**src/logic/tecu_pkg.sv**
```systemverilog
/*
 * Constants and types shared by the timer/event capture unit.
 * Assumes a single 40 MHz peripheral clock drives every user of it.
 */
package tecu_pkg;
    // ----------------------------------------
    // Register map
    // ----------------------------------------
    localparam logic [15:0] TECU_DIR_ADDR = 16'hff22;
    localparam logic [15:0] TECU_ANA_ADDR = 16'hff84;
    localparam logic [7:0] TECU_DIR_RESET = 8'hff;
    localparam logic [7:0] TECU_ANA_RESET = 8'h00;
    localparam logic [3:0] TECU_DIR_FIXED = 4'hf;
    localparam logic [3:0] TECU_ANA_FIXED = 4'h0;
    localparam logic [7:0] TECU_UNMAPPED = 8'h00;
    localparam int TECU_PIN_BITS = 4;

    // ----------------------------------------
    // Counter and prescaler
    // ----------------------------------------
    localparam int TECU_CNT_W = 16;
    localparam logic [15:0] TECU_CNT_MAX = 16'hffff;
    localparam logic [15:0] TECU_CNT_ZERO = 16'h0000;
    localparam logic [15:0] TECU_CNT_ONE = 16'h0001;
    localparam logic [7:0] TECU_DIV4_MASK = 8'h03;
    localparam logic [7:0] TECU_DIV256_MASK = 8'hff;

    // ----------------------------------------
    // Field encodings
    // ----------------------------------------
    localparam logic [1:0] TECU_CLK_FXP = 2'h0;
    localparam logic [1:0] TECU_CLK_DIV4 = 2'h1;
    localparam logic [1:0] TECU_CLK_DIV256 = 2'h2;
    localparam logic [1:0] TECU_CLK_EVENT = 2'h3;
    localparam logic [1:0] TECU_EDGE_FALL = 2'h0;
    localparam logic [1:0] TECU_EDGE_RISE = 2'h1;
    localparam logic [1:0] TECU_EDGE_BOTH = 2'h3;

    typedef enum logic [1:0] {
        TECU_MODE_STOP = 2'b00,
        TECU_MODE_FREE = 2'b01,
        TECU_MODE_CLEAR = 2'b10
    } tecu_mode_t;
endpackage

```
**src/logic/tecu_timer.sv**
```systemverilog
/*
 * 16-bit timer/event counter with compare-clear, event counting,
 * capture into a second register, and the port-2 pin routing registers.
 * Assumes all inputs are synchronous to i_core_clk; timer controls are
 * held stable by software while the timer runs.
 */
// How it works
// - reset loads direction FFH, analog 00H
// - direction bit 0 output, 1 input
// - analog bit 0 port, 1 converter
// - compare match clears counter, raises compare interrupt
// - interval is compare value plus one
// - clear mode overflows only at FFFFH compare
// - lowered compare counts through overflow; restart
// - clock field selects counter count clock
// - event mode counts valid edges, clears on match
// - edge field picks rising, falling or both
// - event edge needs two equal fxp samples
// - counting starts after first filtered edge
// - capture samples on prescaler tick (fxp in event mode), twice
// - valid capture edge copies counter, raises interrupt
// - edge codes 00 fall, 01 rise, 11 both
// - clock codes fxp, /4, /256, event edge
`timescale 1ns/1ps
`default_nettype none
module tecu_timer (
    input wire logic i_core_clk,
    input wire logic i_rst_n,
    input wire logic i_wr_en,
    input wire logic i_rd_en,
    input wire logic [15:0] i_addr,
    input wire logic [7:0] i_wdata,
    input wire tecu_pkg::tecu_mode_t i_timer_mode,
    input wire logic [1:0] i_clock_sel,
    input wire logic [1:0] i_edge_sel_a,
    input wire logic [15:0] i_compare0,
    input wire logic i_overflow_clear,
    input wire logic i_event_capture_input_a,
    output logic [7:0] o_rdata,
    output logic [7:0] o_port2_direction,
    output logic [7:0] o_port2_analog_select,
    output logic [3:0] o_pin_output_enable,
    output logic [15:0] o_main_counter,
    output logic [15:0] o_compare_capture_reg1,
    output logic o_compare0_interrupt,
    output logic o_capture1_interrupt,
    output logic o_overflow_flag
);
    import tecu_pkg::*;

    // ----------------------------------------
    // Helpers
    // ----------------------------------------
    function automatic logic edge_ok(input logic [1:0] sel,
                                     input logic rise,
                                     input logic fall);
        case (sel)
            TECU_EDGE_FALL: edge_ok = fall;
            TECU_EDGE_RISE: edge_ok = rise;
            TECU_EDGE_BOTH: edge_ok = rise | fall;
            default: edge_ok = 1'b0; // Prohibited code counts nothing
        endcase
    endfunction

    // ----------------------------------------
    // Port-2 registers
    // ----------------------------------------
    logic [3:0] dir_reg, dir_next;
    logic [3:0] ana_reg, ana_next;
    logic [7:0] rdata_reg, rdata_next;
    logic [3:0] oe_reg, oe_next;
    logic [7:0] dir_view, ana_view;

    always_comb begin
        dir_view = {TECU_DIR_FIXED, dir_reg};
        ana_view = {TECU_ANA_FIXED, ana_reg};
        dir_next = dir_reg;
        ana_next = ana_reg;
        if (i_wr_en && i_addr == TECU_DIR_ADDR) begin
            dir_next = i_wdata[TECU_PIN_BITS-1:0];
        end
        if (i_wr_en && i_addr == TECU_ANA_ADDR) begin
            ana_next = i_wdata[TECU_PIN_BITS-1:0];
        end
        rdata_next = rdata_reg;
        if (i_rd_en) begin
            case (i_addr)
                TECU_DIR_ADDR: rdata_next = dir_view;
                TECU_ANA_ADDR: rdata_next = ana_view;
                default: rdata_next = TECU_UNMAPPED;
            endcase
        end
        // Buffer on only for an output-mode pin not given to the converter
        oe_next = ~(dir_next | ana_next);
    end

    always_ff @(posedge i_core_clk or negedge i_rst_n) begin
        if (!i_rst_n) begin
            dir_reg <= TECU_DIR_RESET[3:0];
            ana_reg <= TECU_ANA_RESET[3:0];
            rdata_reg <= TECU_UNMAPPED;
            oe_reg <= 4'h0;
        end else begin
            dir_reg <= dir_next;
            ana_reg <= ana_next;
            rdata_reg <= rdata_next;
            oe_reg <= oe_next;
        end
    end

    assign o_rdata = rdata_reg;
    assign o_port2_direction = {TECU_DIR_FIXED, dir_reg};
    assign o_port2_analog_select = {TECU_ANA_FIXED, ana_reg};
    assign o_pin_output_enable = oe_reg;

    // ----------------------------------------
    // Prescaler and input filters
    // ----------------------------------------
    logic [7:0] presc_reg, presc_next;
    logic evt_s0_reg, evt_s1_reg, evt_filt_reg;
    logic evt_s0_next, evt_s1_next, evt_filt_next;
    logic cap_s0_reg, cap_s1_reg, cap_filt_reg;
    logic cap_s0_next, cap_s1_next, cap_filt_next;
    logic div_tick, sample_en, evt_edge, cap_edge, count_tick, running;

    always_comb begin
        presc_next = presc_reg + 8'h01;
        // Count clock choice, code order fxp, /4, /256, event
        case (i_clock_sel)
            TECU_CLK_FXP: div_tick = 1'b1;
            TECU_CLK_DIV4: div_tick = (presc_reg & TECU_DIV4_MASK) ==
                                      TECU_DIV4_MASK;
            TECU_CLK_DIV256: div_tick = presc_reg == TECU_DIV256_MASK;
            default: div_tick = 1'b1;
        endcase
        // Event filter always samples at fxp
        evt_s0_next = i_event_capture_input_a;
        evt_s1_next = evt_s0_reg;
        evt_filt_next = evt_filt_reg;
        if (evt_s0_reg == evt_s1_reg) begin
            evt_filt_next = evt_s1_reg;
        end
        // Capture filter samples on the prescaler tick, every fxp in event mode
        sample_en = div_tick;
        cap_s0_next = cap_s0_reg;
        cap_s1_next = cap_s1_reg;
        cap_filt_next = cap_filt_reg;
        if (sample_en) begin
            cap_s0_next = i_event_capture_input_a;
            cap_s1_next = cap_s0_reg;
            if (cap_s0_reg == cap_s1_reg) begin
                cap_filt_next = cap_s1_reg;
            end
        end
        evt_edge = edge_ok(i_edge_sel_a, evt_filt_next & ~evt_filt_reg,
                           ~evt_filt_next & evt_filt_reg);
        cap_edge = edge_ok(i_edge_sel_a, cap_filt_next & ~cap_filt_reg,
                           ~cap_filt_next & cap_filt_reg);
        running = i_timer_mode != TECU_MODE_STOP;
        // Event clock waits for a filtered edge, so no count at start
        count_tick = running && ((i_clock_sel == TECU_CLK_EVENT) ?
                     evt_edge : div_tick);
    end

    always_ff @(posedge i_core_clk or negedge i_rst_n) begin
        if (!i_rst_n) begin
            presc_reg <= 8'h00;
            evt_s0_reg <= 1'b0;
            evt_s1_reg <= 1'b0;
            evt_filt_reg <= 1'b0;
            cap_s0_reg <= 1'b0;
            cap_s1_reg <= 1'b0;
            cap_filt_reg <= 1'b0;
        end else begin
            presc_reg <= presc_next;
            evt_s0_reg <= evt_s0_next;
            evt_s1_reg <= evt_s1_next;
            evt_filt_reg <= evt_filt_next;
            cap_s0_reg <= cap_s0_next;
            cap_s1_reg <= cap_s1_next;
            cap_filt_reg <= cap_filt_next;
        end
    end

    // ----------------------------------------
    // Counter, capture and flags
    // ----------------------------------------
    logic [15:0] cnt_reg, cnt_next, cap1_reg, cap1_next;
    logic irq0_reg, irq0_next, irq1_reg, irq1_next, ovf_reg, ovf_next;
    logic wrap, match;

    always_comb begin
        cnt_next = cnt_reg;
        cap1_next = cap1_reg;
        irq0_next = 1'b0;
        irq1_next = 1'b0;
        wrap = count_tick && cnt_reg == TECU_CNT_MAX;
        match = count_tick && i_timer_mode == TECU_MODE_CLEAR &&
                cnt_reg == i_compare0;
        if (!running) begin
            cnt_next = TECU_CNT_ZERO;
        end else if (match) begin
            cnt_next = TECU_CNT_ZERO;
            irq0_next = 1'b1;
        end else if (count_tick) begin
            // Past a lowered compare it runs on to the wrap
            cnt_next = cnt_reg + TECU_CNT_ONE;
        end
        // Only a compare of FFFFH lets clear mode reach the wrap normally
        ovf_next = ovf_reg;
        if (i_overflow_clear) begin
            ovf_next = 1'b0;
        end
        if (wrap) begin
            ovf_next = 1'b1;
        end
        if (running && cap_edge) begin
            cap1_next = cnt_reg;
            irq1_next = 1'b1;
        end
    end

    always_ff @(posedge i_core_clk or negedge i_rst_n) begin
        if (!i_rst_n) begin
            cnt_reg <= TECU_CNT_ZERO;
            cap1_reg <= TECU_CNT_ZERO;
            irq0_reg <= 1'b0;
            irq1_reg <= 1'b0;
            ovf_reg <= 1'b0;
        end else begin
            cnt_reg <= cnt_next;
            cap1_reg <= cap1_next;
            irq0_reg <= irq0_next;
            irq1_reg <= irq1_next;
            ovf_reg <= ovf_next;
        end
    end

    assign o_main_counter = cnt_reg;
    assign o_compare_capture_reg1 = cap1_reg;
    assign o_compare0_interrupt = irq0_reg;
    assign o_capture1_interrupt = irq1_reg;
    assign o_overflow_flag = ovf_reg;
endmodule
`default_nettype wire

```
**config.mk**
```make
export PLATFORM = sky130hd
export DESIGN_NAME = tecu_timer
export DESIGN_NICKNAME = d
export VERILOG_FILES = /design/src/logic/tecu_pkg.sv /design/src/logic/tecu_timer.sv
export SDC_FILE = /design/constraint.sdc
export NUM_CORES = 1
export LEC_CHECK = 0
export BUFFER_PORTS_ARGS = -buffer_cell sky130_fd_sc_hd__buf_2
export CORE_AREA = 2 2 109 79
export CTS_BUF_LIST = sky130_fd_sc_hd__clkbuf_4 sky130_fd_sc_hd__clkbuf_8
export CTS_CLUSTER_SIZE = 40
export DETAILED_ROUTE_END_ITERATION = 6
export DIE_AREA = 0 0 111 81
export GPL_TIMING_DRIVEN = 1
export PLACE_DENSITY = 0.78
export SLEW_MARGIN = 20
export SYNTH_ARGS = -nofsm -noshare
export SYNTH_HDL_FRONTEND = slang
export SYNTH_SLANG_ARGS = --single-unit
```
**constraint.sdc**
```tcl
create_clock -name i_core_clk -period 3 [get_ports i_core_clk]
set_input_delay 0.9 -clock i_core_clk [delete_from_list [all_inputs] [get_ports i_core_clk]]
set_output_delay 0.9 -clock i_core_clk [all_outputs]
set_load 0.1 [all_outputs]
```
==> metrics.txt, run 1 <==
final clock skew between 0.005 and 0.006 ns; post-route setup slack 0.242 ns; number of synthesized flops with an enable pin 0; clock sinks between 60 and 70; pin slew with the least headroom to its limit slightly below 0.6 ns; area leader, netlist dfrtp_1; Syn. warnings 0; critical path's largest stage delay between 0.3 and 0.4 ns; sequential cell area 1660 sq um; total number of vias roughly 2700; worst min path class flip-flop to flip-flop; predominant post-synthesis flop cell dfrtp_1; global route overflow 0; Leak about 2.1 nW; hold_buf cts 0; post-CTS setup buffers 0; Pwr Total approximately 2.4 mW; Hold Vio Cnt, Final 0; IO Port Bufs between 100 and 150; TritonCTS clock tree yes; wire length per cell roughly 15 microns; clk buf depth 2; GRT Resource Usage Total 0.185; Detailed Route WL 7910 microns; Final Critical Period 2.76 ns; Seq/Total Area, Yosys 0.497; final worst path period share 0.919; # rows 28; first-pass GRT wire length ~13000 microns; count of cell types in the netlist 46; Setup crit end o_compare_capture_reg1[6]$_DFFE_PN0P_; 1st-iter DRT viols 152; R2R depth 13; crit path launch type primary input; die height 81 microns; Setup WS pre-CTS -0.0992 ns; FF-to-FF End o_compare_capture_reg1[6]$_DFFE_PN0P_; worst-skew pair later-pin latency around 0.34 ns; largest net degree at the start of global routing 25; placed cells 519; starting density of the core 0.412; synthesis-to-layout area growth 25.3%; unrepaired setup endpoints after global routing no; ratio of cells with drive above 1 in the final layout 0.381; die width 111 microns; mapped cell area between 3000 and 4000 sq um; R2R Path Start presc_reg[0]$_DFF_PN0_; crit path max fanout 13; CP dominant cell by count o21ai_2; DRT antenna net count 0; Synth top area share 0.465; #FFs+latches synth between 60 and 70; outcome finished clean; Min Hold Slack 0.415 ns; average size of a mapped cell about 11 sq um; global placer's final weighted congestion 0.799; number of global-route vias before repair approximately 2600; footprint of the multi-input gates about 1500 sq um; most numerous cell in the Yosys netlist dfrtp_1; Commonest cells post-synth dfrtp_1, nand2_1, nor2_1, mux2_2; total CTS buffers 9; R2R Setup Slk 0.38 ns; CP Launch Point i_clock_sel[0]; Power Density approximately 570 nW/um^2; vias per inst between 5 and 6; antenna violations before repair 0; Peak VDD IR 634 uV; max-slew violations 0; DP HPWL 6000 microns; worst setup path class primary input to flip-flop; fillers approximately 740; Final #Nets 485; Critical-path top delay cell mux2_2; post_cts resized 0; Max Cap Viol 0; most area-consuming cells after synthesis dfrtp_1, mux2_2, xnor2_1; CP Cell Sequence buf_2, inv_1, ha_1, nand4_1, o21ai_2, nand2b_2, a21oi_1, nor2_1, ha_1, mux2i_1, nand2_1, o21ai_2, o21ai_2, buf_12, mux2_2; Final Non-Filler Cells 535; Async S/R FF share, synth 1.00; Max Freq 363 MHz; io pins 115; Final Setup Violations 0; CTS H-tree lvls 3; ant diodes 0; Req. time, crit path ~3.2 ns; Post-Syn Instances slightly above 300; DRC 0; Pre-antenna DRT Iters 4; Hold Crit Start evt_s0_reg$_DFF_PN0_; die area ~9000 sq um; Setup crit end kind flip-flop; core area about 8100 sq um; Root Driver clkbuf_8; slew margin rel. 0.611; arrival time worst endpoint 2.98 ns; Clock Pin Slew Worst Setup and Hold Paths approximately 0.07 ns
## cell families after synthesis
group,count (synthesis),synth area share
buffers and inverters,35,0.0619
AOI/OAI and AO/OA,52,0.113
other,2,0.00225
and+or+nand+nor,99,0.153
muxes,26,0.0852
adders and majority gates,8,0.0300
xor gates and xnor gates,22,0.0578
DFF,66,0.497
## metrics by stage
stage               utilization  setup TNS, ns  cell area, sq um
global route              0.516              0              4180
detailed placement        0.492          -1.42              3990
finish                    0.516              0              4180
floorplan                     -              0              3360
CTS                       0.516              0              4180
global placement          0.492         -0.328              3990
## layer usage
| metal | global-route usage | wire [microns] |
|---|---|---|
| met3 | 0.0515 | 466 |
| met1 | 0.251 | 3620 |
| met2 | 0.293 | 3750 |
| met4 | 0.0538 | 84 |
| met5 | 0 | 0 |
## area by class of cell
| cell class | instances | area share |
|---|---|---|
| well taps | 105 | 0.0315 |
| clock inverters | 4 | 0.00599 |
| flip-flops and latches | 66 | 0.397 |
| repair buffers | 116 | 0.153 |
| inverters | 17 | 0.0153 |
| clock buffers | 12 | 0.0396 |
| multi-input cells | 215 | 0.358 |
## where the power goes
group / internal, mW / leakage [nW] / switching [mW]
Sequential: 0.938 / 0.853 / 0.0591
Combinational: 0.202 / 1.20 / 0.489
Clock: 0.365 / 0.0944 / 0.335
Total: 1.50 / 2.15 / 0.883
## placed cells by master, fill, tap and decap left out, types with 5 or more instances in the layout
cell type and n:
mux2i_1 7, nand2_1 28, conb_1 8, nor2_1 20, mux2_2 19, buf_4 12, xor2_1 5, nand3_1 14
a21o_1 8, ha_1 8, a21oi_1 12, clkbuf_8 12, dfrtp_1 62, inv_1 17, and3_1 5, nand4_1 12
o21ai_0 6, buf_2 102, xnor2_1 17
## worst max-delay path: cells and delay by family
kind | cells | cell delay, ns
AOI/OAI and AO/OA | 4 | 0.56
adders and majority gates | 2 | 0.42
muxes | 2 | 0.41
buffers and inverters | 3 | 0.34
and+or+nand+nor | 4 | 0.33
## worst min-delay path by stage
| stage | slack (ns) | cells after the start | end |
|---|---|---|---|
| final | 0.41 | 0 | evt_s1_reg$_DFF_PN0_ |
| after global routing | 0.42 | 0 | evt_s1_reg$_DFF_PN0_ |
| after CTS | 0.42 | 0 | evt_s1_reg$_DFF_PN0_ |
| after detailed placement | 0.40 | 0 | evt_s1_reg$_DFF_PN0_ |
| after global placement | 0.39 | 0 | evt_s1_reg$_DFF_PN0_ |
| after floorplan | 0.38 | 0 | evt_s1_reg$_DFF_PN0_ |
Power figures use the tool's default switching activity.
==> inputs of run 2 (changes only) <==
--- a/config.mk
+++ b/config.mk
@@ -6,13 +6,13 @@
 export NUM_CORES = 1
 export LEC_CHECK = 0
 export BUFFER_PORTS_ARGS = -buffer_cell sky130_fd_sc_hd__buf_2
-export CORE_AREA = 2 2 109 79
+export CORE_AREA = 2 2 99 72
 export CTS_BUF_LIST = sky130_fd_sc_hd__clkbuf_4 sky130_fd_sc_hd__clkbuf_8
 export CTS_CLUSTER_SIZE = 40
 export DETAILED_ROUTE_END_ITERATION = 6
-export DIE_AREA = 0 0 111 81
+export DIE_AREA = 0 0 101 74
 export GPL_TIMING_DRIVEN = 1
-export PLACE_DENSITY = 0.78
+export PLACE_DENSITY = 0.91
 export SLEW_MARGIN = 20
 export SYNTH_ARGS = -nofsm -noshare
 export SYNTH_HDL_FRONTEND = slang
==> metrics.txt, run 2 (same netlist as run 1, synthesis figures left out) <==
outcome finished clean; Pwr Total between 2 and 3 mW; footprint of the multi-input gates roughly 1500 sq um; DRC 0; DP HPWL approximately 6000 microns; io pins approximately 120; worst setup path class primary input to flip-flop; total negative slack 0 ns; Power Density 601 nW/um^2; Most Used Layer, Global Route met2; crit path max fanout 6; Final #Nets 486; crit path launch type primary input; number of global-route vias before repair approximately 2700; Final Setup Violations 0; arrival time worst endpoint slightly above 3 ns; Pre-antenna DRT Iters 4; placed cells a little under 500; max-slew violations 0; final clock skew roughly 0.012 ns; Min Hold Slack 0.410 ns; Detailed Route WL between 8000 and 9000 microns; total number of vias ~2800; Leak 2.18 nW; synthesis-to-layout area growth 25.9%; Setup crit end kind flip-flop; clock sinks 66; first-pass GRT wire length roughly 13000 microns; Max Cap Viol 0; fillers about 550; total CTS buffers 9; Final Non-Filler Cells around 510; global placer's final weighted congestion approximately 0.8; GRT Resource Usage Total 0.223; largest net degree at the start of global routing 42; CTS H-tree lvls 3; final worst path period share 0.956; antenna violations before repair 0; DRT antenna net count 0; starting density of the core 0.507; post-route setup slack ~0.13 ns; commonest non-fill, non-tap cell in the layout buf_2; worst-skew pair later-pin latency about 0.34 ns; die height about 74 microns; worst min path class flip-flop to flip-flop; GRT met1 Usage 0.300; ratio of cells with drive above 1 in the final layout 0.385; met3 usage 0.0602; Cell Area, Placed ~4000 sq um; unrepaired setup endpoints after global routing no; design area around 4200 sq um; die width roughly 100 microns; IO Port Bufs slightly above 100; core area about 6600 sq um; global route overflow 0; Hold Vio Cnt, Final 0; Req. time, crit path between 3 and 4 ns; commonest cells after routing, fill and taps aside buf_2, dfrtp_1, nand2_1; wire length per cell roughly 16 microns; pin slew with the least headroom to its limit roughly 0.62 ns; ant diodes 0; Peak VDD IR around 260 uV; slew margin rel. 0.589; Clock Pin Slew Worst Setup and Hold Paths approximately 0.070 ns; TritonCTS clock tree yes; Final Critical Period between 2 and 3 ns; Root Driver clkbuf_8; GRT met2 Usage 0.359; vias per inst roughly 5.4; 1st-iter DRT viols 126; Setup WS pre-CTS -0.225 ns; Max Freq ~350 MHz; die area between 7000 and 8000 sq um; fin util 0.639; clk buf depth 2; sequential cell area 1660 sq um; # rows 25
==> run 2: cell count changes in the layout (fill, tap and decap cells not counted) <==
| cell | change |
|---|---|
| clkinv_4 | +1 |
| a21oi_2 | +1 |
| a21oi_1 | -1 |
| clkbuf_4 | +2 |
| clkinvlp_4 | -2 |
| bufinv_16 | +2 |
| clkbuf_8 | -3 |
| buf_12 | +1 |
==> run 2: path summary, 6_finish.rpt <==
kind | startpoint | to | slack [ns] | cells after the start
min in group asynchronous | i_rst_n | o_compare_capture_reg1[0]$_DFFE_PN0P_ | 0.56 | 1
max | i_clock_sel[0] | o_compare_capture_reg1[5]$_DFFE_PN0P_ | 0.13 | 15
max in group asynchronous | i_rst_n | dir_reg[0]$_DFF_PN1_ | 1.74 | 2
min reg2reg | evt_s0_reg$_DFF_PN0_ | evt_s1_reg$_DFF_PN0_ | 0.41 | 0
max reg2reg | presc_reg[0]$_DFF_PN0_ | o_compare_capture_reg1[5]$_DFFE_PN0P_ | 0.25 | 13
min | evt_s0_reg$_DFF_PN0_ | evt_s1_reg$_DFF_PN0_ | 0.41 | 0
==> run 2: what timing repair did <==
item | in CTS | in global routing
setup buffers | 0 | 1
resized for setup | 0 | 1
endpoints found under the setup margin | 0 | 16
hold buffers | 0 | 0
==> run 2: layer usage <==
metal / routed length [microns] / vias to the layer above
li1: - / 1309
met5: 0 / -
met3: 507 / 10
met4: 89 / 0
met2: 4010 / 99
met1: 3510 / 1370
==> run 2: critical path, stage by stage <==
cell and delay, ns:
buf_2 0.11, inv_1 0.05, ha_1 0.14, nand4_1 0.11, o21ai_2 0.27, nand2b_2 0.11, a21oi_2 0.19, nor2_1 0.07
ha_1 0.29, mux2i_1 0.07, nand2_1 0.08, o21ai_2 0.06, o21ai_2 0.10, buf_4 0.20, mux2_2 0.34
==> run 2: layout make-up <==
type / count / share of cell area
well taps: 81 / 0.0242
multi-input cells: 215 / 0.357
clock inverters: 5 / 0.0188
flip-flops and latches: 66 / 0.395
repair buffers: 117 / 0.157
clock buffers: 11 / 0.0331
inverters: 17 / 0.0152
==> run 2: power by group <==
part / switching [mW] / leakage [nW] / internal [mW]
combinational: 0.503 / 1.21 / 0.212
clock: 0.330 / 0.114 / 0.485
sequential: 0.0567 / 0.853 / 0.939
==> inputs of run 3 (changes only) <==
--- a/config.mk
+++ b/config.mk
@@ -5,7 +5,7 @@
 export SDC_FILE = /design/constraint.sdc
 export NUM_CORES = 1
 export LEC_CHECK = 0
-export BUFFER_PORTS_ARGS = -buffer_cell sky130_fd_sc_hd__buf_2
+export BUFFER_PORTS_ARGS = -buffer_cell sky130_fd_sc_hd__clkbuf_2
 export CORE_AREA = 2 2 99 72
 export CTS_BUF_LIST = sky130_fd_sc_hd__clkbuf_4 sky130_fd_sc_hd__clkbuf_8
 export CTS_CLUSTER_SIZE = 40
==> constraint.sdc (replaced) <==
create_clock -name i_core_clk -period 2.8 [get_ports i_core_clk]
set_input_delay 0.84 -clock i_core_clk [delete_from_list [all_inputs] [get_ports i_core_clk]]
set_output_delay 0.84 -clock i_core_clk [all_outputs]
set_load 0.1 [all_outputs]
==> metrics.txt, run 3 (same netlist as run 1, synthesis figures left out) <==
DRT antenna net count 0; DP HPWL about 5900 microns; footprint of the multi-input gates about 1600 sq um; slew margin rel. 0.602; worst min path class flip-flop to flip-flop; first-pass GRT wire length roughly 13000 microns; die height ~74 microns; fillers 517; Leak 2.13 nW; synthesis-to-layout area growth 27.4%; crit path launch type primary input; hold_buf cts 0; crit path max fanout 5; total negative slack 0 ns; pin slew with the least headroom to its limit roughly 0.59 ns; Final #Nets approximately 490; total CTS buffers 9; IO Port Bufs ~100; outcome finished clean; fin util 0.647; R2R Path Start presc_reg[0]$_DFF_PN0_; worst-skew pair later-pin latency about 0.33 ns; Seq pwr share 0.421; Setup WS pre-CTS -0.352 ns; die width ~100 microns; Worst Hold End evt_s1_reg$_DFF_PN0_; core area 6570 sq um; arrival time worst endpoint 2.97 ns; global route overflow 0; 1st-iter DRT viols approximately 140; FF-to-FF End o_compare_capture_reg1[7]$_DFFE_PN0P_; TritonCTS clock tree yes; vias per inst between 5 and 6; largest net degree at the start of global routing 67; ratio of cells with drive above 1 in the final layout 0.397; Pre-antenna DRT Iters 4; logic gate share of total power 0.306; final clock skew between 0.009 and 0.01 ns; R2R Setup Slk approximately 0.15 ns; ant diodes 0; clk buf depth 2; hold depth 0; # rows 25; Net Sw Power 975 uW; design area about 4200 sq um; total number of vias about 2800; max-slew violations 0; wire length per cell between 15 and 20 microns; commonest non-fill, non-tap cell in the layout clkbuf_2; worst setup path class primary input to flip-flop; Final Setup Violations 0; Clock Pin Slew Worst Setup and Hold Paths ~0.07 ns; Peak VDD IR about 870 uV; final worst path period share 0.980; Max Cap Viol 0; Cell Area, Placed between 3000 and 4000 sq um; clock sinks 66; sequential cell area 1660 sq um; Min Hold Slack slightly above 0.4 ns; internal power 1.58 mW; Max Freq ~360 MHz; Final Critical Period between 2 and 3 ns; starting density of the core 0.507; DRC 0; unrepaired setup endpoints after global routing yes; post-route setup slack approximately 0.055 ns; number of global-route vias before repair approximately 2700; CTS H-tree lvls 3; antenna violations before repair 0; Hold Vio Cnt, Final 0; Root Driver clkbuf_8; R2R depth 12; die area roughly 7500 sq um; Power Density approximately 600 nW/um^2; io pins between 100 and 150; Setup crit end kind flip-flop; Req. time, crit path 3.02 ns; global placer's final weighted congestion about 0.8; Hold Crit Start evt_s0_reg$_DFF_PN0_; GRT Resource Usage Total 0.225; Sw Share 0.381; commonest cells after routing, fill and taps aside clkbuf_2, dfrtp_1, nand2_1; Detailed Route WL between 8000 and 9000 microns; Clock power frac 0.273
==> run 3: cell count changes in the layout (fill, tap and decap cells not counted), sizes merged <==
cell,delta
buf,-102
clkbuf,+100
bufinv,-2
clkinvlp,+2
o21ai,+2
==> run 3: how the worst max path moves through the flow <==
stage	startpoint	to	slack, ns	cells after the start
2_1_floorplan	i_clock_sel[0]	o_compare_capture_reg1[7]$_DFFE_PN0P_	-0.03	14
3_3_place_gp	i_clock_sel[0]	o_compare_capture_reg1[11]$_DFFE_PN0P_	-0.24	14
3_5_place_dp	i_clock_sel[0]	o_compare_capture_reg1[0]$_DFFE_PN0P_	-0.35	14
4_1_cts	i_clock_sel[0]	o_compare_capture_reg1[8]$_DFFE_PN0P_	0.02	14
5_1_grt	i_clock_sel[0]	o_compare_capture_reg1[7]$_DFFE_PN0P_	-0.07	14
6_report	i_clock_sel[0]	o_compare_capture_reg1[7]$_DFFE_PN0P_	0.06	14
==> run 3: layer usage <==
layer	vias to the layer above	part of all wire	track usage
met2	111	0.50	0.370
met3	10	0.061	0.0611
li1	1320	-	-
met1	1363	0.43	0.298
met4	0	0.012	0.0646
met5	-	0	0
==> run 3: layout make-up <==
class | count | area share
Sequential cell | 66 | 0.390
Multi-Input combinational cell | 217 | 0.374
Timing Repair Buffer | 115 | 0.153
Clock buffer | 11 | 0.0342
Tap cell | 81 | 0.0239
Inverter | 17 | 0.0180
Clock inverter | 5 | 0.00707
==> run 3: worst max-delay path: stages <==
cell and delay [ns]:
buf_12 0.11, inv_12 0.04, ha_4 0.11, nand4_1 0.14, o21ai_4 0.24, nand2b_4 0.09
a21oi_4 0.16, nor2_1 0.07, ha_1 0.29, mux2i_1 0.15, nand2_1 0.11, o21ai_4 0.13
o21ai_4 0.17, mux2_4 0.32
==> run 3: power by group through the flow <==
stage | clock [mW] | sequential, mW | combinational [mW]
2_1_floorplan | 0 | 1.34 | 0.309
3_3_place_gp | 0 | 1.08 | 0.702
3_5_place_dp | 0 | 1.09 | 0.723
4_1_cts | 0.721 | 1.07 | 0.727
5_1_grt | 0.768 | 1.09 | 0.824
6_report | 0.699 | 1.08 | 0.781
==> run 3: stage by stage <==
stage | cells | power, mW
floorplan | 316 | 1.65
global placement | 491 | 1.78
detailed placement | 491 | 1.81
CTS | 507 | 2.52
global route | 512 | 2.68
finish | 512 | 2.56
==> run 3: what timing repair did <==
| action | CTS | global route |
|---|---|---|
| pin swaps | 1 | 6 |
| resized for setup | 0 | 13 |
| gates cloned | 0 | 2 |
| buffers inserted | 0 | 3 |
| endpoints found under the setup margin | 1 | 16 |
